==> src/status_regs_pkg.sv <==
// Constants for the core status word, main operand and second operand registers.
// Assumes a special function register bus with byte address, write strobe and bit strobes.
// Behaviour
// RULE1: In service, only higher priority interrupts preempt.
// RULE2: Status word at D0, all bits read/write; the code overwrites a written bit 0 with parity.
// RULE3: ALU updates carry, half carry, overflow bits.
// RULE4: Bits 5 and 1 are software-only user flags.
// RULE5: Bits 4 and 3 select working bank.
// RULE6: Bank maps registers to 00, 08, 10, 18.
// RULE7: Bit 0 tracks accumulator parity every cycle.
// RULE8: Main operand register at E0, read/write.
// RULE9: Second operand register at F0, read/write.
// RULE10: Second operand register is otherwise scratch storage.
// RULE11: Per-source priority bit selects high level.
// RULE12: Reset clears all three; bit addressable.
package status_regs_pkg;
   localparam logic [7:0] STATUS_ADDR = 8'hD0;
   localparam logic [7:0] MAIN_ADDR = 8'hE0;
   localparam logic [7:0] SECOND_ADDR = 8'hF0;
   localparam logic [7:0] REG_RESET = 8'h00;
   localparam logic [4:0] BANK_RESET = 5'h00;
   localparam int CARRY_BIT = 7;
   localparam int HALF_CARRY_BIT = 6;
   localparam int USER_HIGH_BIT = 5;
   localparam int BANK_UPPER_BIT = 4;
   localparam int BANK_LOWER_BIT = 3;
   localparam int OVERFLOW_BIT = 2;
   localparam int USER_LOW_BIT = 1;
   localparam int PARITY_BIT = 0;
   localparam int BANK_SHIFT = 3;
   localparam int IRQ_SOURCES = 8;
   typedef enum logic [1:0] {
      LEVEL_IDLE = 2'b00,
      LEVEL_LOW = 2'b01,
      LEVEL_HIGH = 2'b10
   } service_level_type;
endpackage : status_regs_pkg

==> src/status_regs.sv <==
// Status word, main operand and second operand registers with interrupt preemption gate.
// Assumes the core drives bus, ALU and interrupt strobes synchronously to core_clk.
`timescale 1ns/10ps
module status_regs #(
   parameter int IRQS = status_regs_pkg::IRQ_SOURCES
) (
   // Clock and reset.
   input wire logic core_clk,
   input wire logic rst_n,
   // Special function register bus.
   input wire logic [7:0] sfr_addr,
   input wire logic sfr_wr,
   input wire logic [7:0] sfr_wdata,
   input wire logic sfr_bit_wr,
   input wire logic [2:0] sfr_bit_sel,
   input wire logic sfr_bit_val,
   output logic [7:0] sfr_rdata,
   // ALU flag updates and operand loads.
   input wire logic alu_flags_we,
   input wire logic carry_in,
   input wire logic half_carry_in,
   input wire logic overflow_in,
   input wire logic main_we,
   input wire logic [7:0] main_wdata,
   input wire logic second_we,
   input wire logic [7:0] second_wdata,
   // Interrupt arbitration.
   input wire logic [IRQS-1:0] irq_pending,
   input wire logic [IRQS-1:0] irq_priority_high,
   input wire logic irq_return,
   output logic irq_take,
   output logic [IRQS-1:0] irq_take_src,
   // Register views.
   output logic [7:0] program_status_word,
   output logic [7:0] main_operand,
   output logic [7:0] second_operand,
   output logic [4:0] bank_base_addr
);
   import status_regs_pkg::*;

   logic [7:0] status_q;
   logic [7:0] status_d;
   logic [7:0] main_q;
   logic [7:0] main_d;
   logic [7:0] second_q;
   logic [7:0] second_d;
   service_level_type level_q;
   service_level_type level_d;
   service_level_type stack_q;
   logic [IRQS-1:0] high_req;
   logic [IRQS-1:0] low_req;
   logic [IRQS-1:0] grant;
   logic take;

   // A byte write wins over a bit write aimed at the same register in one cycle.
   function automatic logic [7:0] bus_update(input logic [7:0] cur,
                                             input logic [7:0] target,
                                             input logic [7:0] addr,
                                             input logic byte_wr,
                                             input logic [7:0] wdata,
                                             input logic bit_wr,
                                             input logic [2:0] bit_sel,
                                             input logic bit_val);
      logic [7:0] upd;
      upd = cur;
      if (addr == target) begin
         if (byte_wr) begin
            upd = wdata;
         end else if (bit_wr) begin
            upd[bit_sel] = bit_val; // RULE12
         end
      end
      return upd;
   endfunction : bus_update

   // Ties inside one priority class go to the lowest source index.
   function automatic logic [IRQS-1:0] lowest_request(input logic [IRQS-1:0] req);
      logic [IRQS-1:0] pick;
      pick = req & (~req + IRQS'(1));
      return pick;
   endfunction : lowest_request

   function automatic logic [4:0] bank_base(input logic [7:0] status);
      logic [4:0] sel;
      sel = {3'h0, status[BANK_UPPER_BIT], status[BANK_LOWER_BIT]};
      return sel << BANK_SHIFT;
   endfunction : bank_base

   always_comb begin
      if (main_we) begin
         main_d = main_wdata; // RULE8
      end else begin
         main_d = bus_update(main_q, MAIN_ADDR, sfr_addr, sfr_wr, sfr_wdata, sfr_bit_wr,
                             sfr_bit_sel, sfr_bit_val); // RULE8
      end
   end

   // Multiply and divide loads take precedence over software writes in the same cycle.
   always_comb begin
      if (second_we) begin
         second_d = second_wdata; // RULE9
      end else begin
         second_d = bus_update(second_q, SECOND_ADDR, sfr_addr, sfr_wr, sfr_wdata, sfr_bit_wr,
                               sfr_bit_sel, sfr_bit_val); // RULE10
      end
   end

   // Parity follows the next operand value so bit 0 is never a cycle stale.
   always_comb begin
      status_d = bus_update(status_q, STATUS_ADDR, sfr_addr, sfr_wr, sfr_wdata, sfr_bit_wr,
                            sfr_bit_sel, sfr_bit_val); // RULE2
      if (alu_flags_we) begin
         status_d[CARRY_BIT] = carry_in; // RULE3
         status_d[HALF_CARRY_BIT] = half_carry_in; // RULE3
         status_d[OVERFLOW_BIT] = overflow_in; // RULE3
      end
      status_d[PARITY_BIT] = ^main_d; // RULE7
   end

   always_ff @(posedge core_clk or negedge rst_n) begin
      if (!rst_n) begin
         status_q <= REG_RESET; // RULE12
      end else begin
         status_q <= status_d; // RULE4
      end
   end

   always_ff @(posedge core_clk or negedge rst_n) begin
      if (!rst_n) begin
         main_q <= REG_RESET; // RULE12
      end else begin
         main_q <= main_d;
      end
   end

   always_ff @(posedge core_clk or negedge rst_n) begin
      if (!rst_n) begin
         second_q <= REG_RESET; // RULE12
      end else begin
         second_q <= second_d;
      end
   end

   // Read data shows what the register holds after this edge, a write in it included.
   always_ff @(posedge core_clk or negedge rst_n) begin
      if (!rst_n) begin
         sfr_rdata <= REG_RESET;
      end else begin
         unique case (sfr_addr)
            STATUS_ADDR: sfr_rdata <= status_d; // RULE2
            MAIN_ADDR: sfr_rdata <= main_d; // RULE8
            SECOND_ADDR: sfr_rdata <= second_d; // RULE9
            default: sfr_rdata <= REG_RESET;
         endcase
      end
   end

   always_ff @(posedge core_clk or negedge rst_n) begin
      if (!rst_n) begin
         program_status_word <= REG_RESET;
      end else begin
         program_status_word <= status_d;
      end
   end

   always_ff @(posedge core_clk or negedge rst_n) begin
      if (!rst_n) begin
         main_operand <= REG_RESET;
      end else begin
         main_operand <= main_d;
      end
   end

   always_ff @(posedge core_clk or negedge rst_n) begin
      if (!rst_n) begin
         second_operand <= REG_RESET;
      end else begin
         second_operand <= second_d;
      end
   end

   always_ff @(posedge core_clk or negedge rst_n) begin
      if (!rst_n) begin
         bank_base_addr <= BANK_RESET;
      end else begin
         bank_base_addr <= bank_base(status_d); // RULE5 RULE6
      end
   end

   // Two nesting levels exist, so one saved level is all the return path needs.
   always_comb begin
      high_req = irq_pending & irq_priority_high; // RULE11
      low_req = irq_pending & ~irq_priority_high;
      grant = '0;
      take = 1'b0;
      level_d = level_q;
      if (high_req != '0 && level_q != LEVEL_HIGH) begin
         grant = lowest_request(high_req); // RULE1
         take = 1'b1;
         level_d = LEVEL_HIGH;
      end else if (low_req != '0 && level_q == LEVEL_IDLE) begin
         grant = lowest_request(low_req); // RULE1
         take = 1'b1;
         level_d = LEVEL_LOW;
      end
   end

   always_ff @(posedge core_clk or negedge rst_n) begin
      if (!rst_n) begin
         irq_take <= 1'b0;
      end else begin
         irq_take <= take;
      end
   end

   always_ff @(posedge core_clk or negedge rst_n) begin
      if (!rst_n) begin
         irq_take_src <= '0;
      end else begin
         irq_take_src <= grant;
      end
   end

   // A take in the same cycle as a return wins; the return is lost.
   always_ff @(posedge core_clk or negedge rst_n) begin
      if (!rst_n) begin
         level_q <= LEVEL_IDLE;
      end else if (take) begin
         level_q <= level_d; // RULE1
      end else if (irq_return) begin
         level_q <= stack_q;
      end
   end

   always_ff @(posedge core_clk or negedge rst_n) begin
      if (!rst_n) begin
         stack_q <= LEVEL_IDLE;
      end else if (take) begin
         stack_q <= level_q;
      end else if (irq_return) begin
         stack_q <= LEVEL_IDLE;
      end
   end
endmodule : status_regs

==> config.mk <==
export PLATFORM = sky130hd
export DESIGN_NAME = status_regs
export DESIGN_NICKNAME = d
export VERILOG_FILES = /design/src/status_regs_pkg.sv /design/src/status_regs.sv
export SDC_FILE = /design/constraint.sdc
export NUM_CORES = 1
export LEC_CHECK = 0
export BUFFER_PORTS_ARGS = -buffer_cell sky130_fd_sc_hd__buf_2
export CAP_MARGIN = 10
export CORE_ASPECT_RATIO = 0.5
export CORE_MARGIN = 1.5
export CORE_UTILIZATION = 49
export DETAILED_ROUTE_END_ITERATION = 10
export PLACE_DENSITY = 0.8
export SYNTH_ARGS = -nofsm -noshare
export SYNTH_HDL_FRONTEND = slang
export SYNTH_SLANG_ARGS = --single-unit
==> constraint.sdc <==
create_clock -name core_clk -period 1.9 [get_ports core_clk]
set_input_delay 0.19 -clock core_clk [delete_from_list [all_inputs] [get_ports core_clk]]
set_output_delay 0.19 -clock core_clk [all_outputs]
set_load 0.02 [all_outputs]
Yosys cells after proc, flatten, opt, wreduce, memory -nomap -nowiden
Cells that the tools add are included.
Word-level totals
  logic and storage cells: 63
  input port bits: 63
  register bits: 47
Cells by class
  reductions and logical operators: 9
  bitwise gates (word level): 7
  muxes and demuxes: 29
  add/sub/neg operators: 2
  equality and inequality tests: 5
  $lt $le $gt $ge: 2
Operator list (number)
  8-bit 2-to-1 mux: 13
  8-bit AND: 4
  8-bit bitwise mux: 3
  8-bit equality test (second input constant): 3
  8-bit NOT: 3
  8-bit case mux with 3 select lines: 1
  8-bit by 1-bit adder with 8-bit output (second input constant): 2
  8-bit nonzero test: 2
  2-bit 2-to-1 mux: 7
  8-bit parity: 1
  3-bit by 4-bit < comparator with 1-bit output (second input constant): 1
  1-bit 2-to-1 mux: 4
  1-bit demux with 3-bit select: 1
  3-bit by 1-bit greater-or-equal comparator with 1-bit output (second input constant): 1
  1-bit logical AND: 3
  3-bit by 1-bit != test with 1-bit output (second input constant): 1
  2-bit zero test: 1
  2-bit != test (second input constant): 1
  2-bit AND reduction: 1
  2-bit nonzero test: 1

Longest topological paths before layout
  word-level depth: 11
  mapped depth: 10
  depth with buffers taken out: 8

Worst setup path after synthesis
Ideal clock, no wire load.
  kind: in2reg
  from: in sfr_addr[1]
  to: reg sfr_rdata[0]
  path slack: -0.475 ns
  data arrival time: 2.254 ns
  stages on the path: 9
  required time: 1.780 ns
  cells stage by stage: or4_1 -> buf_2 -> or4_1 -> a21oi_1 -> o31a_2 -> xnor2_1 -> xnor2_2 -> xnor2_1 -> a41o_1
Between the ends
  word-level cells in the longest chain between the ends: 5
  elaborated cells on any way between the ends: 9
  classes of those cells: 3 x eq/ne; 5 x mux; 1 x reduce/logical
RTL lines
  from (decl): line status_regs.sv:11  | input wire logic [7:0] sfr_addr,
  8-bit equality test: line status_regs.sv:66  | if (addr == target) begin
  8-bit 2-to-1 mux: line status_regs.sv:66
  8-bit 2-to-1 mux: line status_regs.sv:90  | if (main_we) begin
  8-bit parity: line status_regs.sv:117  | status_d[PARITY_BIT] = ^main_d;
  via status_d[0]: line status_regs.sv:42  | logic [7:0] status_d;
  8-bit case mux with 3 select lines: line status_regs.sv:149  | unique case (sfr_addr)
  to (signal assigned): line status_regs.sv:150  | STATUS_ADDR: sfr_rdata <= status_d;
  to (signal assigned): line status_regs.sv:151  | MAIN_ADDR: sfr_rdata <= main_d;
  to (signal assigned): line status_regs.sv:152  | SECOND_ADDR: sfr_rdata <= second_d;
  to (decl): line status_regs.sv:17  | output logic [7:0] sfr_rdata,
The timed path passes the listed nets, and every way through them passes these cells.
A chain may end at the register's enable or synchronous reset.

Worst setup path after layout
  from: in sfr_addr[3]
  to: reg sfr_rdata[0]
Between the ends
  word-level cells in the longest chain between the ends: 5
  elaborated cells on any way between the ends: 9
  classes of those cells: 3 x eq/ne; 5 x mux; 1 x reduce/logical
RTL lines
  8-bit equality test: line status_regs.sv:66
  8-bit 2-to-1 mux: line status_regs.sv:66
  8-bit 2-to-1 mux: line status_regs.sv:90
  via main_d[1]: line status_regs.sv:44  | logic [7:0] main_d;
  8-bit parity: line status_regs.sv:117
  via status_d[0]: line status_regs.sv:42
  8-bit case mux with 3 select lines: line status_regs.sv:149
The timed path passes the listed nets, and every way through them passes these cells.

==> impl_metrics.env <==
export IMPL_avgSynthCellArea_um2=8.74
export IMPL_layout_cells_non_filler=582
export IMPL_final_common_cell="buf_2"
export IMPL_worst_slew_pin_transition_ns=0.671
export IMPL_inserted_clock_buffers=5
export IMPL_area_growth_synth_to_final_pct=60.2
export IMPL_mappedNetlistArea_mm2=0.00285
export IMPL_post_route_period_util_pct=118
export IMPL_synth_async_reset_ratio_pct=100
export IMPL_portBuffers=105
export IMPL_grt_setup_unrepaired="yes"
export IMPL_clk_pin_slew_ns=0.07
export IMPL_syn_instance_count=326
export IMPL_failed_checks="negative hold slack, negative setup slack"
export IMPL_core_area_mm2=0.00554
export IMPL_timing_reg2reg_worst_path_depth=6
export IMPL_maximum_vdd_drop_mv=0.681
export IMPL_filler_cell_count=344
export IMPL_relSlewSlack_pct=55.2
export IMPL_critPathCaptureType="register"
export IMPL_setup_reg_to_reg_worst_slack_ns=-0.16
export IMPL_avgViaCountPerCell=6.14
export IMPL_synth_distinct_cells=64
export IMPL_worst_skew_pair_late_latency_ns=0.29
export IMPL_worstPathRequired_ns=2.07
export IMPL_timing_final_ws_setup_ns=-0.349
export IMPL_startpoint_class_of_the_critical_path="input port"
export IMPL_slew_viol_final=0
export IMPL_grt_usage_pct=31.9
export IMPL_io_pins=109
export IMPL_finalSetupViolations=4
export IMPL_grt_pass1_vias=3379
export IMPL_antenna_cells=0
export IMPL_dieHeight_um=56.9
export IMPL_count_of_routing_violations_after_the_opening_detailed_route_iteration=445
export IMPL_power_leakage_uw=0.00225
export IMPL_post_synth_top_area_cell="dfrtp_1"
export IMPL_globalRoute_totalOverflow=0
export IMPL_floorplan_die_area_mm2=0.00631
export IMPL_clock_sinks=45
export IMPL_finalHoldWorstSlack_ns=-0.0142
export IMPL_hp_class="in -> async"
export IMPL_yosys_register_bits=45
export IMPL_antenna_left=0
export IMPL_power_density_mw_per_mm2=732
export IMPL_timing_max_cap_violations=0
export IMPL_clock_tree_from_tritoncts="built"
export IMPL_crit_type="in -> reg"
export IMPL_run_status="finished, violations left"
export IMPL_postPlaceCellArea_mm2=0.00398
export IMPL_max_clock_freq_mhz=445
export IMPL_place_detailed_hpwl_um=7290
export IMPL_placed_cells_incl_taps=562
export IMPL_grt_antenna_before_repair=0
export IMPL_synthTopCellsByArea="dfrtp_1 40%, nand2_1 5.1%, o21ai_0 4.4%"
export IMPL_critical_path_peak_fanout=5
export IMPL_maximum_number_of_pins_on_one_net_before_global_route_repair=46
export IMPL_fin_clk_skew_ns=0.00496
export IMPL_die_w_um=111
export IMPL_synth_enable_flop_cells=0
export IMPL_vias=3573
export IMPL_drt_pre_antenna_iters=5
export IMPL_post_route_cells_drive_above_1_share_pct=51.5
export IMPL_synth_seq_area_share_pct=39.5
export IMPL_num_rows=19
export IMPL_yosysWarnings=0
export IMPL_htree_num_levels=2
export IMPL_power_total_uw=3340
export IMPL_grt_first_pass_wirelength_um=15800
export IMPL_hold_violations_final=14
export IMPL_remaining_drc_errors=0
export IMPL_crit_arrival_ns=2.42
export IMPL_layout_min_cycle_time_ns=2.25
export IMPL_netlist_area_leader_share_pct=39.5
export IMPL_fin_nets=572
export IMPL_place_congestion=0.914
export IMPL_final_core_util_pct=82.4
export IMPL_wl_per_cell_um=19.9
export IMPL_layout_cell_area_non_filler_mm2=0.00456
export IMPL_cts_root_buf="clkbuf_16"
export IMPL_cts_max_path_buffers=2
export IMPL_layout_common_cells="99 x buf_2, 79 x buf_4, 45 x dfrtp_1"
export IMPL_route_final_wire_length_um=11600
export IMPL_holdBufCountCts=0
export IMPL_initial_utilization_pct=51.4
export IMPL_postSynth_topFlopCell="dfrtp_1"
## cell type report
class | count | area [um^2] | share of cell area, %
multi-input cells | 248 | 1890 | 41.5
well taps | 73 | 91.3 | 2.00
clock inverters | 2 | 16.3 | 0.357
inverters | 17 | 63.8 | 1.40
flip-flops and latches | 45 | 1130 | 24.7
repair buffers | 192 | 1250 | 27.3
clock buffers | 5 | 125 | 2.74
## state kept, by name, summed over array words and instances, names as in the netlist
register and count:
irq_take 1, irq_take_src 8, level_q 2, main_operand 8, program_status_word 8, second_operand 8
sfr_rdata 8, stack_q 2
## path summary, 6_finish.rpt
kind,endpoint,startpoint
max in group asynchronous,program_status_word[5]$_DFF_PN0_,rst_n
min,irq_take_src[7]$_DFF_PN0_,rst_n
min in group core_clk,irq_take_src[4]$_DFF_PN0_,irq_pending[3]
min reg2reg,program_status_word[3]$_DFF_PN0_,program_status_word[3]$_DFF_PN0_
max,sfr_rdata[0]$_DFF_PN0_,sfr_addr[3]
max reg2reg,sfr_rdata[0]$_DFF_PN0_,main_operand[1]$_DFF_PN0_
## cells by family after synthesis
family                    count (synthesis)  share of synthesized area (%)
AOI/OAI and AO/OA                        99                           23.9
muxes                                    15                           5.62
DFF                                      45                           39.5
xor gates and xnor gates                  9                           3.03
other                                     1                          0.132
and+or+nand+nor                         122                           22.2
buffers and inverters                    35                           5.54
## metal layers
layer  part of all wire (%)  vias up  routed length (um)  GRT usage (%)
li1                       -     1554                   -              -
met1                     38     1689                4430           40.5
met2                     48      265                5560           56.6
met3                    9.7       65                1120           6.80
met4                    3.9        0                 453           7.88
met5                      0        -                   0              0
## repair_timing
action                                  4_1_cts  5_1_grt
buffers inserted                              8        5
endpoints found under the hold margin         0        0
gates cloned                                  0        0
endpoints found under the setup margin       10       16
resized for setup                            22       61
pin swaps                                    15       36
## per-stage QoR
step	setup TNS (ns)	hold slack [ns]	setup WS, ns
2_1_floorplan	-0.998	-0.106	-0.399
3_3_place_gp	-4.87	0.303	-0.521
3_5_place_dp	-7.31	0.320	-0.612
4_1_cts	-0.489	0.0151	-0.269
5_1_grt	-1.20	0.0476	-0.348
6_report	-0.730	-0.0142	-0.349
## worst max-delay path: stages
cell and delay, ns:
buf_6 0.09, or4_4 0.57, buf_4 0.17, nor2_4 0.17, mux2i_2 0.37, o31ai_4 0.12, xor2_2 0.19, xnor2_2 0.17
xnor2_2 0.17, a41o_1 0.19
## synthesized netlist by cell type (all sizes together), types with 2 or more instances
cell type / number
xnor2: 8
and2: 6
a21oi: 20
nand4: 2
nor2b: 11
mux2i: 7
inv: 16
mux2: 8
a221oi: 2
and4b: 2
o22ai: 2
nor3: 5
nand2b: 7
o31a: 3
nand4b: 2
o21a: 4
nand2: 39
nor4: 2
nand3: 7
o31ai: 7
or4: 2
a221o: 2
a22o: 2
clkbuf: 9
o32ai: 4
o32a: 2
o221ai: 2
o21ai: 27
nor4bb: 2
and3: 4
a222oi: 2
buf: 9
nor2: 25
a22oi: 4
a211oi: 6
dfrtp: 45
## power breakdown
group	internal, uW	total [uW]	switching, uW
clock	483	867	384
combinational	589	1300	715
sequential	1080	1170	88.8
total	2150	3340	1190
Power figures use the tool's default switching activity.
